--- src/pkg/bioprt_consts.svh ---
// register map, reset values and widths of the i/o port block
`ifndef BIOPRT_CONSTS_SVH
`define BIOPRT_CONSTS_SVH
`define BIOPRT_ADDR_PA_LATCH 8'h12
`define BIOPRT_ADDR_PA_DIR 8'h13
`define BIOPRT_ADDR_PB_LATCH 8'h14
`define BIOPRT_ADDR_PB_DIR 8'h15
`define BIOPRT_ADDR_PC_LATCH 8'h16
`define BIOPRT_ADDR_PC_DIR 8'h17
`define BIOPRT_PA_WIDTH 8
`define BIOPRT_PB_WIDTH 3
`define BIOPRT_PC_WIDTH 2
`define BIOPRT_LATCH_RESET 8'hff
`define BIOPRT_DIR_RESET 8'hff
`define BIOPRT_TONE_FULL 9'h100
`define BIOPRT_BUZZ_TRUE_BIT 0
`define BIOPRT_BUZZ_INV_BIT 1
`define BIOPRT_IRQ_BIT 0
`define BIOPRT_TMR_BIT 1
`endif

--- src/pkg/bioprt_pkg.sv ---
// types shared by the i/o port block
package bioprt_pkg;
  typedef logic [7:0] bioprt_byte_t;
  typedef logic [7:0] bioprt_addr_t;
  typedef enum logic [1:0] {
    BIOPRT_OP_WRITE = 2'b00,
    BIOPRT_OP_SET = 2'b01,
    BIOPRT_OP_CLR = 2'b10,
    BIOPRT_OP_CPL = 2'b11
  } bioprt_op_e;
endpackage

--- src/design/bioprt_line.sv ---
// one port line: two-stage pin synchroniser and output driver
`timescale 1ns/100ps
`default_nettype none
module bioprt_line (
  input wire logic sys_clk,
  input wire logic resetn,
  input wire logic pad_in,
  input wire logic dir_in,
  input wire logic out_val,
  output logic pad_sync,
  output logic pad_out,
  output logic pad_oe
);
  logic meta_r;
  logic sync_r;
  logic out_r;
  logic oe_r;
  always_ff @(posedge sys_clk or negedge resetn) begin
    if (!resetn) begin
      meta_r <= 1'b0;
      sync_r <= 1'b0;
      out_r <= 1'b0;
      oe_r <= 1'b0;
    end else begin
      meta_r <= pad_in;
      sync_r <= meta_r;
      out_r <= out_val;
      oe_r <= ~dir_in;
    end
  end
  assign pad_sync = sync_r;
  assign pad_out = out_r;
  assign pad_oe = oe_r;
endmodule
`default_nettype wire

--- src/design/bioprt_top.sv ---
// three bidirectional ports with buzzer pair and shared pin functions
`timescale 1ns/100ps
`default_nettype none
`include "bioprt_consts.svh"
module bioprt_top #(
  parameter logic [7:0] PA_PULLUP = 8'h00,
  parameter logic [2:0] PB_PULLUP = 3'h0,
  parameter logic [1:0] PC_PULLUP = 2'h0,
  parameter logic [7:0] PA_WAKE_EN = 8'h00,
  parameter bit BUZZ_EN = 1'b0
) (
  input wire logic sys_clk,
  input wire logic resetn,
  input wire bioprt_pkg::bioprt_addr_t bus_addr,
  input wire bioprt_pkg::bioprt_byte_t bus_wdata,
  input wire logic bus_wr,
  input wire logic bus_rd,
  input wire logic bus_rmw,
  input wire bioprt_pkg::bioprt_op_e bus_op,
  input wire logic [2:0] bus_bit,
  input wire logic bus_to_acc,
  output logic [7:0] bus_rdata,
  output logic bus_rvalid,
  input wire logic timer_overflow,
  input wire logic [12:0] pad_in,
  output logic [12:0] pad_out,
  output logic [12:0] pad_oe,
  output logic [12:0] pad_pullup,
  output logic wake_req,
  output logic ext_irq_line,
  output logic timer_input_line
);
  import bioprt_pkg::*;

  // ----------------------------------------
  // registers
  // ----------------------------------------
  logic [7:0] port_a_latch_r;
  logic [7:0] port_a_direction_r;
  logic [2:0] port_b_latch_r;
  logic [2:0] port_b_direction_r;
  logic [1:0] port_c_latch_r;
  logic [1:0] port_c_direction_r;
  logic tone_divider_signal_r;
  logic [7:0] rdata_r;
  logic rvalid_r;
  logic wake_r;
  logic irq_r;
  logic tmr_r;
  logic [12:0] pull_r;

  // ----------------------------------------
  // pin lines
  // ----------------------------------------
  logic [12:0] dir_all;
  logic [12:0] out_all;
  logic [12:0] pad_sync;
  logic [12:0] sync_prev_r;

  assign dir_all = {port_c_direction_r, port_b_direction_r, port_a_direction_r};

  genvar gi;
  generate
    for (gi = 0; gi < 13; gi++) begin : g_line
      bioprt_line u_line (
        .sys_clk(sys_clk),
        .resetn(resetn),
        .pad_in(pad_in[gi]),
        .dir_in(dir_all[gi]),
        .out_val(out_all[gi]),
        .pad_sync(pad_sync[gi]),
        .pad_out(pad_out[gi]),
        .pad_oe(pad_oe[gi])
      );
    end
  endgenerate

  // ----------------------------------------
  // buzzer output path
  // ----------------------------------------
  wire buzz_gate = port_b_latch_r[`BIOPRT_BUZZ_TRUE_BIT];
  wire buzzer_out = buzz_gate & tone_divider_signal_r;
  wire buzz_true_line = BUZZ_EN ? buzzer_out : port_b_latch_r[`BIOPRT_BUZZ_TRUE_BIT];
  wire buzz_inverse_line = BUZZ_EN ? (buzz_gate & ~tone_divider_signal_r)
    : port_b_latch_r[`BIOPRT_BUZZ_INV_BIT];
  assign out_all = {port_c_latch_r, port_b_latch_r[2], buzz_inverse_line, buzz_true_line,
    port_a_latch_r};

  // ----------------------------------------
  // read path
  // ----------------------------------------
  wire [7:0] pa_pad = pad_sync[7:0];
  wire [2:0] pb_pad = pad_sync[10:8];
  wire [1:0] pc_pad = pad_sync[12:11];
  // pad level when input, latch when output
  wire [7:0] pa_view = (port_a_direction_r & pa_pad) | (~port_a_direction_r & port_a_latch_r);
  wire [2:0] pb_view = (port_b_direction_r & pb_pad) | (~port_b_direction_r & port_b_latch_r);
  wire [1:0] pc_view = (port_c_direction_r & pc_pad) | (~port_c_direction_r & port_c_latch_r);

  wire sel_pa = (bus_addr == `BIOPRT_ADDR_PA_LATCH);
  wire sel_pac = (bus_addr == `BIOPRT_ADDR_PA_DIR);
  wire sel_pb = (bus_addr == `BIOPRT_ADDR_PB_LATCH);
  wire sel_pbc = (bus_addr == `BIOPRT_ADDR_PB_DIR);
  wire sel_pc = (bus_addr == `BIOPRT_ADDR_PC_LATCH);
  wire sel_pcc = (bus_addr == `BIOPRT_ADDR_PC_DIR);

  // absent upper bits read as zero
  wire [7:0] read_word = sel_pa ? pa_view :
    sel_pac ? port_a_direction_r :
    sel_pb ? {5'h00, pb_view} :
    sel_pbc ? {5'h00, port_b_direction_r} :
    sel_pc ? {6'h00, pc_view} :
    sel_pcc ? {6'h00, port_c_direction_r} : 8'h00;

  // ----------------------------------------
  // read-modify-write
  // ----------------------------------------
  wire [7:0] bit_mask = 8'h01 << bus_bit;
  logic [7:0] rmw_word;
  always_comb begin
    case (bus_op)
      BIOPRT_OP_SET: rmw_word = read_word | bit_mask;
      BIOPRT_OP_CLR: rmw_word = read_word & ~bit_mask;
      BIOPRT_OP_CPL: rmw_word = ~read_word;
      default: rmw_word = bus_wdata;
    endcase
  end
  // whole port result goes back to latch unless aimed at accumulator
  wire rmw_store = bus_rmw & ~bus_to_acc;
  wire do_write = bus_wr | rmw_store;
  wire [7:0] wr_word = bus_rmw ? rmw_word : bus_wdata;

  // ----------------------------------------
  // register writes
  // ----------------------------------------
  always_ff @(posedge sys_clk or negedge resetn) begin
    if (!resetn) begin
      port_a_latch_r <= `BIOPRT_LATCH_RESET;
      port_b_latch_r <= 3'h7;
      port_c_latch_r <= 2'h3;
    end else if (do_write) begin
      if (sel_pa) port_a_latch_r <= wr_word;
      if (sel_pb) port_b_latch_r <= wr_word[2:0];
      if (sel_pc) port_c_latch_r <= wr_word[1:0];
    end
  end

  always_ff @(posedge sys_clk or negedge resetn) begin
    if (!resetn) begin
      port_a_direction_r <= `BIOPRT_DIR_RESET;
      port_b_direction_r <= 3'h7;
      port_c_direction_r <= 2'h3;
    end else if (do_write) begin
      if (sel_pac) port_a_direction_r <= wr_word;
      if (sel_pbc) port_b_direction_r <= wr_word[2:0];
      if (sel_pcc) port_c_direction_r <= wr_word[1:0];
    end
  end

  always_ff @(posedge sys_clk or negedge resetn) begin
    if (!resetn) begin
      rdata_r <= 8'h00;
      rvalid_r <= 1'b0;
    end else begin
      rvalid_r <= bus_rd | (bus_rmw & bus_to_acc);
      if (bus_rd) rdata_r <= read_word;
      else if (bus_rmw & bus_to_acc) rdata_r <= rmw_word;
    end
  end

  // ----------------------------------------
  // tone divider: toggles on each timer overflow
  // ----------------------------------------
  always_ff @(posedge sys_clk or negedge resetn) begin
    if (!resetn) begin
      tone_divider_signal_r <= 1'b0;
    end else if (timer_overflow) begin
      tone_divider_signal_r <= ~tone_divider_signal_r;
    end
  end

  // ----------------------------------------
  // wake-up, shared inputs, pull-ups
  // ----------------------------------------
  wire [7:0] pa_edge = (pa_pad ^ sync_prev_r[7:0]) & port_a_direction_r & PA_WAKE_EN;
  wire [12:0] pull_nxt = {PC_PULLUP, PB_PULLUP, PA_PULLUP} & dir_all;
  always_ff @(posedge sys_clk or negedge resetn) begin
    if (!resetn) begin
      sync_prev_r <= 13'h0000;
      wake_r <= 1'b0;
      irq_r <= 1'b1;
      tmr_r <= 1'b0;
      pull_r <= 13'h0000;
    end else begin
      sync_prev_r <= pad_sync;
      wake_r <= |pa_edge;
      irq_r <= pc_pad[`BIOPRT_IRQ_BIT];
      tmr_r <= pc_pad[`BIOPRT_TMR_BIT];
      pull_r <= pull_nxt;
    end
  end

  assign bus_rdata = rdata_r;
  assign bus_rvalid = rvalid_r;
  assign wake_req = wake_r;
  assign ext_irq_line = irq_r;
  assign timer_input_line = tmr_r;
  assign pad_pullup = pull_r;
endmodule
`default_nettype wire

--- config.mk ---
export PLATFORM = sky130hd
export DESIGN_NAME = bioprt_top
export DESIGN_NICKNAME = d
export VERILOG_FILES = /design/src/pkg/bioprt_pkg.sv /design/src/design/bioprt_line.sv /design/src/design/bioprt_top.sv
export VERILOG_INCLUDE_DIRS = /design/src /design/src/pkg
export SDC_FILE = /design/constraint.sdc
export NUM_CORES = 1
export LEC_CHECK = 0
export ABC_CLOCK_PERIOD_IN_PS = 6700
export BUFFER_PORTS_ARGS = -buffer_cell sky130_fd_sc_hd__buf_2
export CAP_MARGIN = 40
export CELL_PAD_IN_SITES_DETAIL_PLACEMENT = 1
export CELL_PAD_IN_SITES_GLOBAL_PLACEMENT = 2
export CORE_AREA = 2 2 113 104
export CTS_BUF_LIST = sky130_fd_sc_hd__clkbuf_4
export DETAILED_ROUTE_END_ITERATION = 10
export DIE_AREA = 0 0 115 106
export GPL_TIMING_DRIVEN = 0
export PLACE_DENSITY_LB_ADDON = 0.25
export SYNTH_ARGS = -nofsm -noshare
export SYNTH_HDL_FRONTEND = slang
export SYNTH_SLANG_ARGS = --single-unit
export TNS_END_PERCENT = 1
--- constraint.sdc ---
create_clock -name sys_clk -period 6.7 [get_ports sys_clk]
set_clock_uncertainty 0.05 [all_clocks]
set_input_delay 2.01 -clock sys_clk [delete_from_list [all_inputs] [get_ports sys_clk]]
set_output_delay 2.01 -clock sys_clk [all_outputs]
set_load 0.05 [all_outputs]
[After elaboration in Yosys (flattened, before gate mapping)]
Cells that the tools add are included.
Operators by class
  multiplexer cells: 10
  bitwise gates (word level): 34
  reductions and logical operators: 7
  shifts and indexed selects: 1
  equality and inequality tests: 9
Operators with widths (count)
  $eq 8x5->1 const B: 6
  $mux 8: 5
  $and 8x8->8: 3
  $not 8->8: 3
  $pmux 8 s3: 1
  $or 8x8->8: 2
  $not 1->1: 14
  $reduce_and 2->1: 6
  $shl 1x3->8 const A: 1
  $and 3x3->3: 2
  $mux 3: 2
  $and 2x2->2: 2
  $eq 2x2->1 const B: 2
  $mux 2: 2
  $not 3->3: 1
  $or 3x3->3: 1
  $and 1x1->1: 2
  $eq 2x1->1 const B: 1
  $not 2->2: 1
  $or 1x1->1: 2
  $or 2x2->2: 1
  $reduce_bool 2->1: 1
Storage, ports and cells
  logic and storage cells: 123
  output and inout port bits: 51
  input port bits: 41
  flip-flop bits (word level): 89

[Longest topological paths before layout]
  word-level depth: 12
  gate-level depth with buffers: 8
  gate-level depth less buffers: 6

[Modules after synthesis]
Synthesis repeated with hierarchy kept, for this count alone.
Unflattened totals
  cell total of the unflattened synthesis: 370
  area, all modules: 3970.1 um2
By module, submodules not included
  bioprt_top: instances 1, cells an instance 305, area each 2620.0 um2, seq. area each 959.7 um2
  bioprt_line: instances 13, cells an instance 5, area each 103.8 um2, seq. area each 100.1 um2

[Least setup slack after synthesis]
OpenSTA, ideal clock, no wires.
  kind: input to register
  from: in bus_addr[0]
  to: reg port_b_direction_r[1]
  setup time: 0.060 ns
  stages: 6
  arrival time: 3.531 ns
  data required time: 6.590 ns
  slack: 3.058 ns
  path through: or3b_1 > a21oi_1 > a31oi_1 > or4_4 > a311oi_4 > mux2_2
Between the ends
  longest elaborated chain between the ends: 10
  elaborated cells between the ends (all ways): 18
  classes of those cells: eq/ne: 6; mux: 8; bitwise: 3; reduce/logical: 1
RTL lines
  start: declaration: line bioprt_top.sv:14  | input wire bioprt_pkg::bioprt_addr_t bus_addr,
  $eq 8x5->1 (no line)
  $mux 2: line bioprt_top.sv:113  | sel_pcc ? {6'h00, port_c_direction_r} : 8'h00;
  $mux 2: line bioprt_top.sv:112  | sel_pc ? {6'h00, pc_view} :
  $mux 3: line bioprt_top.sv:111  | sel_pbc ? {5'h00, port_b_direction_r} :
  $mux 3: line bioprt_top.sv:110  | sel_pb ? {5'h00, pb_view} :
  $mux 8: line bioprt_top.sv:109  | sel_pac ? port_a_direction_r :
  $mux 8: line bioprt_top.sv:108  | wire [7:0] read_word = sel_pa ? pa_view :
  $and 8x8->8, or another cell as far along: line bioprt_top.sv:123  | BIOPRT_OP_CLR: rmw_word = read_word & ~bit_mask;
  $pmux 8 s3: line bioprt_top.sv:121  | case (bus_op)
  $mux 8: line bioprt_top.sv:131  | wire [7:0] wr_word = bus_rmw ? rmw_word : bus_wdata;
  end signal: assignment: line bioprt_top.sv:155  | if (sel_pbc) port_b_direction_r <= wr_word[2:0];
  end: declaration: line bioprt_top.sv:41  | logic [2:0] port_b_direction_r;
Parallel ways exist; a longest one is shown, timed or not.
A chain may end at the register's enable or synchronous reset.

[Final worst setup path]
  from: in bus_addr[0]
  to: reg port_a_direction_r[4]
Between the ends
  longest elaborated chain between the ends: 6
  elaborated cells between the ends (all ways): 10
  classes of those cells: eq/ne: 2; mux: 4; bitwise: 3; reduce/logical: 1
RTL lines
  $eq 8x5->1 (no line)
  $mux 8: line bioprt_top.sv:109
  $mux 8: line bioprt_top.sv:108
  $and 8x8->8, or another cell as far along: line bioprt_top.sv:123
  $pmux 8 s3: line bioprt_top.sv:121
  $mux 8: line bioprt_top.sv:131
  end signal: assignment: line bioprt_top.sv:150  | port_a_direction_r <= `BIOPRT_DIR_RESET;
  end signal: assignment: line bioprt_top.sv:154  | if (sel_pac) port_a_direction_r <= wr_word;
  end: declaration: line bioprt_top.sv:39  | logic [7:0] port_a_direction_r;
Parallel ways exist; a longest one is shown, timed or not.

==> impl_metrics.tcl <==
set metrics [dict create \
    crit_chain "buf_2 -> buf_2 -> buf_2 -> nor2_1 -> a211oi_2 -> mux2i_1 -> a211oi_1 -> mux2_1" \
    syn_to_final_growth_pct 16.7 \
    period_minus_slack_ps 3760 \
    fin_nets 521 \
    grt_pass1_wl_um 17300 \
    dieArea_um2 12200 \
    synth-seq-area-share_pct 53.3 \
    drv_slew 0 \
    synth_area_leaders "dfrtp_1 37%, dfstp_2 17%, buf_4 7.4%, mux2_1 2.9%, mux2_2 2.9%" \
    start_util_pct 38.2 \
    synth_top_flop_cell "dfrtp_1" \
    post_synth_instance_area_um2 4240 \
    status "complete, no violations" \
    drive_above_1_share_pct 40.0 \
    ys_types 61 \
    yosysWarnings 0 \
    period_share_pct 56.1 \
    critPathSlowestCell "a211oi_1" \
    final_util_pct 44.6 \
    syn_avg_cell_area_um2 11.1 \
    drt-pass1-iter-count 4 \
    cts_root_buf "clkbuf_4" \
    finalSetupViolCount 0 \
    slew_headroom_pct 60.1 \
    grt_max_degree 47 \
    vdd_drop_max_mv 0.132 \
    dp_hpwl_um 7950 \
    dr_total_vias 3087 \
    hold_class "reg2reg" \
    crit_buf_inv 3 \
    cp-end-kind "register" \
    tritoncts "yes" \
    pre_cts_slack_ps 2460 \
    core-area_um2 11100 \
    arrival_ps 4120 \
    startpoint_type "primary input" \
    numCtsBuffers 9 \
    total_power_mw 1.07 \
    synth-async-reset-ratio_pct 100 \
    place_inst 605 \
    cp_slowest_stage_delay_ps 520 \
    hold_viol_final 0 \
    io_pins 92 \
    cap_viol_max_count 0 \
    clock_latency_ps 490 \
    drtAntennaViolNets 0 \
    cpMostUsedCell "buf_2" \
    antenna_found_initial 0 \
    synth_edf_count 0 \
    ctsResizeCount 0 \
    rsz0062_at_grt "no" \
    clockBufferDepth 2 \
    worstMarginPinSlew_ps 593 \
    cts_max_level 3 \
    die_height_um 106 \
    numPortBuffers 71 \
    antennaDiodeCount 0 \
    grt_use_total_pct 18.7 \
    die_w_um 115 \
    clk_pin_slew_worst_paths_ps 150 \
    post_cts_buffers 0 \
    synth_cells 384 \
    tns_ps 0 \
    cts_num_sinks 89 \
    dpl_cell_area_um2 4840 \
    power_density_nw_per_um2 217 \
    synth.top_cell.area_share_pct 36.6 \
    ctsHoldBuffers 0 \
    path_class "in2reg" \
    worst_slack_ps 2940 \
    drt-total-wl_um 10600 \
    yosys.area.top_type "dfrtp_1" \
    cp_top_family "compound AO/OA/AOI/OAI gates" \
    stdcell_count 621 \
    grt_pass1_vias 3275 \
    drt_iter0_drc 147 \
    gp_congestion 0.806 \
    drt-wirelength-per-cell_um 17.1 \
    p_leak_nw 2.24 \
    route.detailed.vias_per_inst 4.97 \
    crit_required_ps 7070 \
    drc_errors 0 \
    clock.fmax_mhz 266 \
    design_area_um2 4950 \
    synth_seq_cells 89 \
    fp-row-count 37 \
    crit_fanout 10 \
    gr-total-overflow 0 \
    holdWs_ps 293 \
]
metal layers:
metal / vias to the layer above / wire [um] / global-route usage, %
met5: - / 0 / 0
met4: 0 / 143 / 5.25
met3: 12 / 509 / 5.13
met2: 77 / 4790 / 28.5
met1: 1516 / 5170 / 26.1
li1: 1482 / - / -
cells in the mapped netlist (all sizes together) (4+ instances only):
master,count
o221ai,5
dfstp,27
nand2b,6
and2,4
a21oi,13
mux2,22
dfrtp,62
or3,4
buf,52
nand2,19
mux2i,9
o21ai,23
nor3,4
a211oi,7
nand3,9
o22ai,7
inv,20
a31oi,6
and3,6
o31ai,5
nor2,29
clkbuf,7
area by class of cell:
| cell class | count | area [um2] |
|---|---|---|
| clock buffers | 9 | 67.6 |
| plain buffers | 59 | 427 |
| clock inverters | 7 | 45.0 |
| inverters | 20 | 75.1 |
| flip-flops and latches | 89 | 2260 |
| repair buffers | 72 | 378 |
| fillers | 1302 | 6160 |
| multi-input cells | 229 | 1530 |
| well taps | 136 | 170 |
sequential cells by signal (all words and copies together), names as in the netlist, 2 cells and up:
name / cells
port_b_latch_r: 3
bus_rdata: 8
port_c_direction_r: 2
g_line.u_line.pad_oe: 13
g_line.u_line.meta_r: 13
port_a_direction_r: 8
g_line.u_line.pad_out: 13
g_line.u_line.pad_sync: 13
port_b_direction_r: 3
port_c_latch_r: 2
port_a_latch_r: 8
placed cells by master (no fill, tap or decap), types with 11 or more instances in the layout:
cell / instances
buf_2: 75
dfrtp_1: 62
buf_4: 43
nor2_1: 28
dfstp_2: 27
inv_1: 19
nand2_1: 19
o21ai_1: 16
conb_1: 14
a21oi_1: 11
mux2_2: 11
mux2_1: 11
where the power goes:
part	total [mW]	internal [mW]	leakage [nW]	switching [mW]
clock network	0.269	0.0755	0.0627	0.193
logic	0.213	0.0696	1.16	0.144
registers	0.592	0.577	1.02	0.0158
total	1.07	0.722	2.24	0.353
kinds of logic (layout without fill, tap and decap cells):
group           count (synthesis)  in the layout  synth area share (%)
compound gates                 84             84                  14.0
buf+inv                        79            167                  11.8
flops                          89             89                  53.3
mux                            31             31                  7.96
other cells                     1             14                0.0884
simple gates                  100            100                  12.8
worst paths after layout:
| kind | startpoint | end | slack, ps | cells after the start |
|---|---|---|---|---|
| worst max-delay path | bus_addr[0] | port_a_direction_r[4] | 2940 | 8 |
| worst min-delay path | g_line[0].u_line.meta_r | g_line[0].u_line.pad_sync | 290 | 0 |
| worst max register to register | port_a_latch_r[1] | port_b_direction_r[1] | 4240 | 6 |
| worst min register to register | g_line[0].u_line.meta_r | g_line[0].u_line.pad_sync | 290 | 0 |
| max in group asynchronous | resetn | port_a_direction_r[4] | 4430 | 2 |
| min in group asynchronous | resetn | g_line[1].u_line.pad_sync | 1460 | 1 |
worst reg2reg max path: cells and delay by family, from the launching register on:
kind	cells	cell delay (ps)
AO/OA/AOI/OAI	3	720
flip-flops	1	580
multiplexers	1	230
AND/OR/NAND/NOR	2	830
Note: power is estimated with default switching activity, not from simulation.
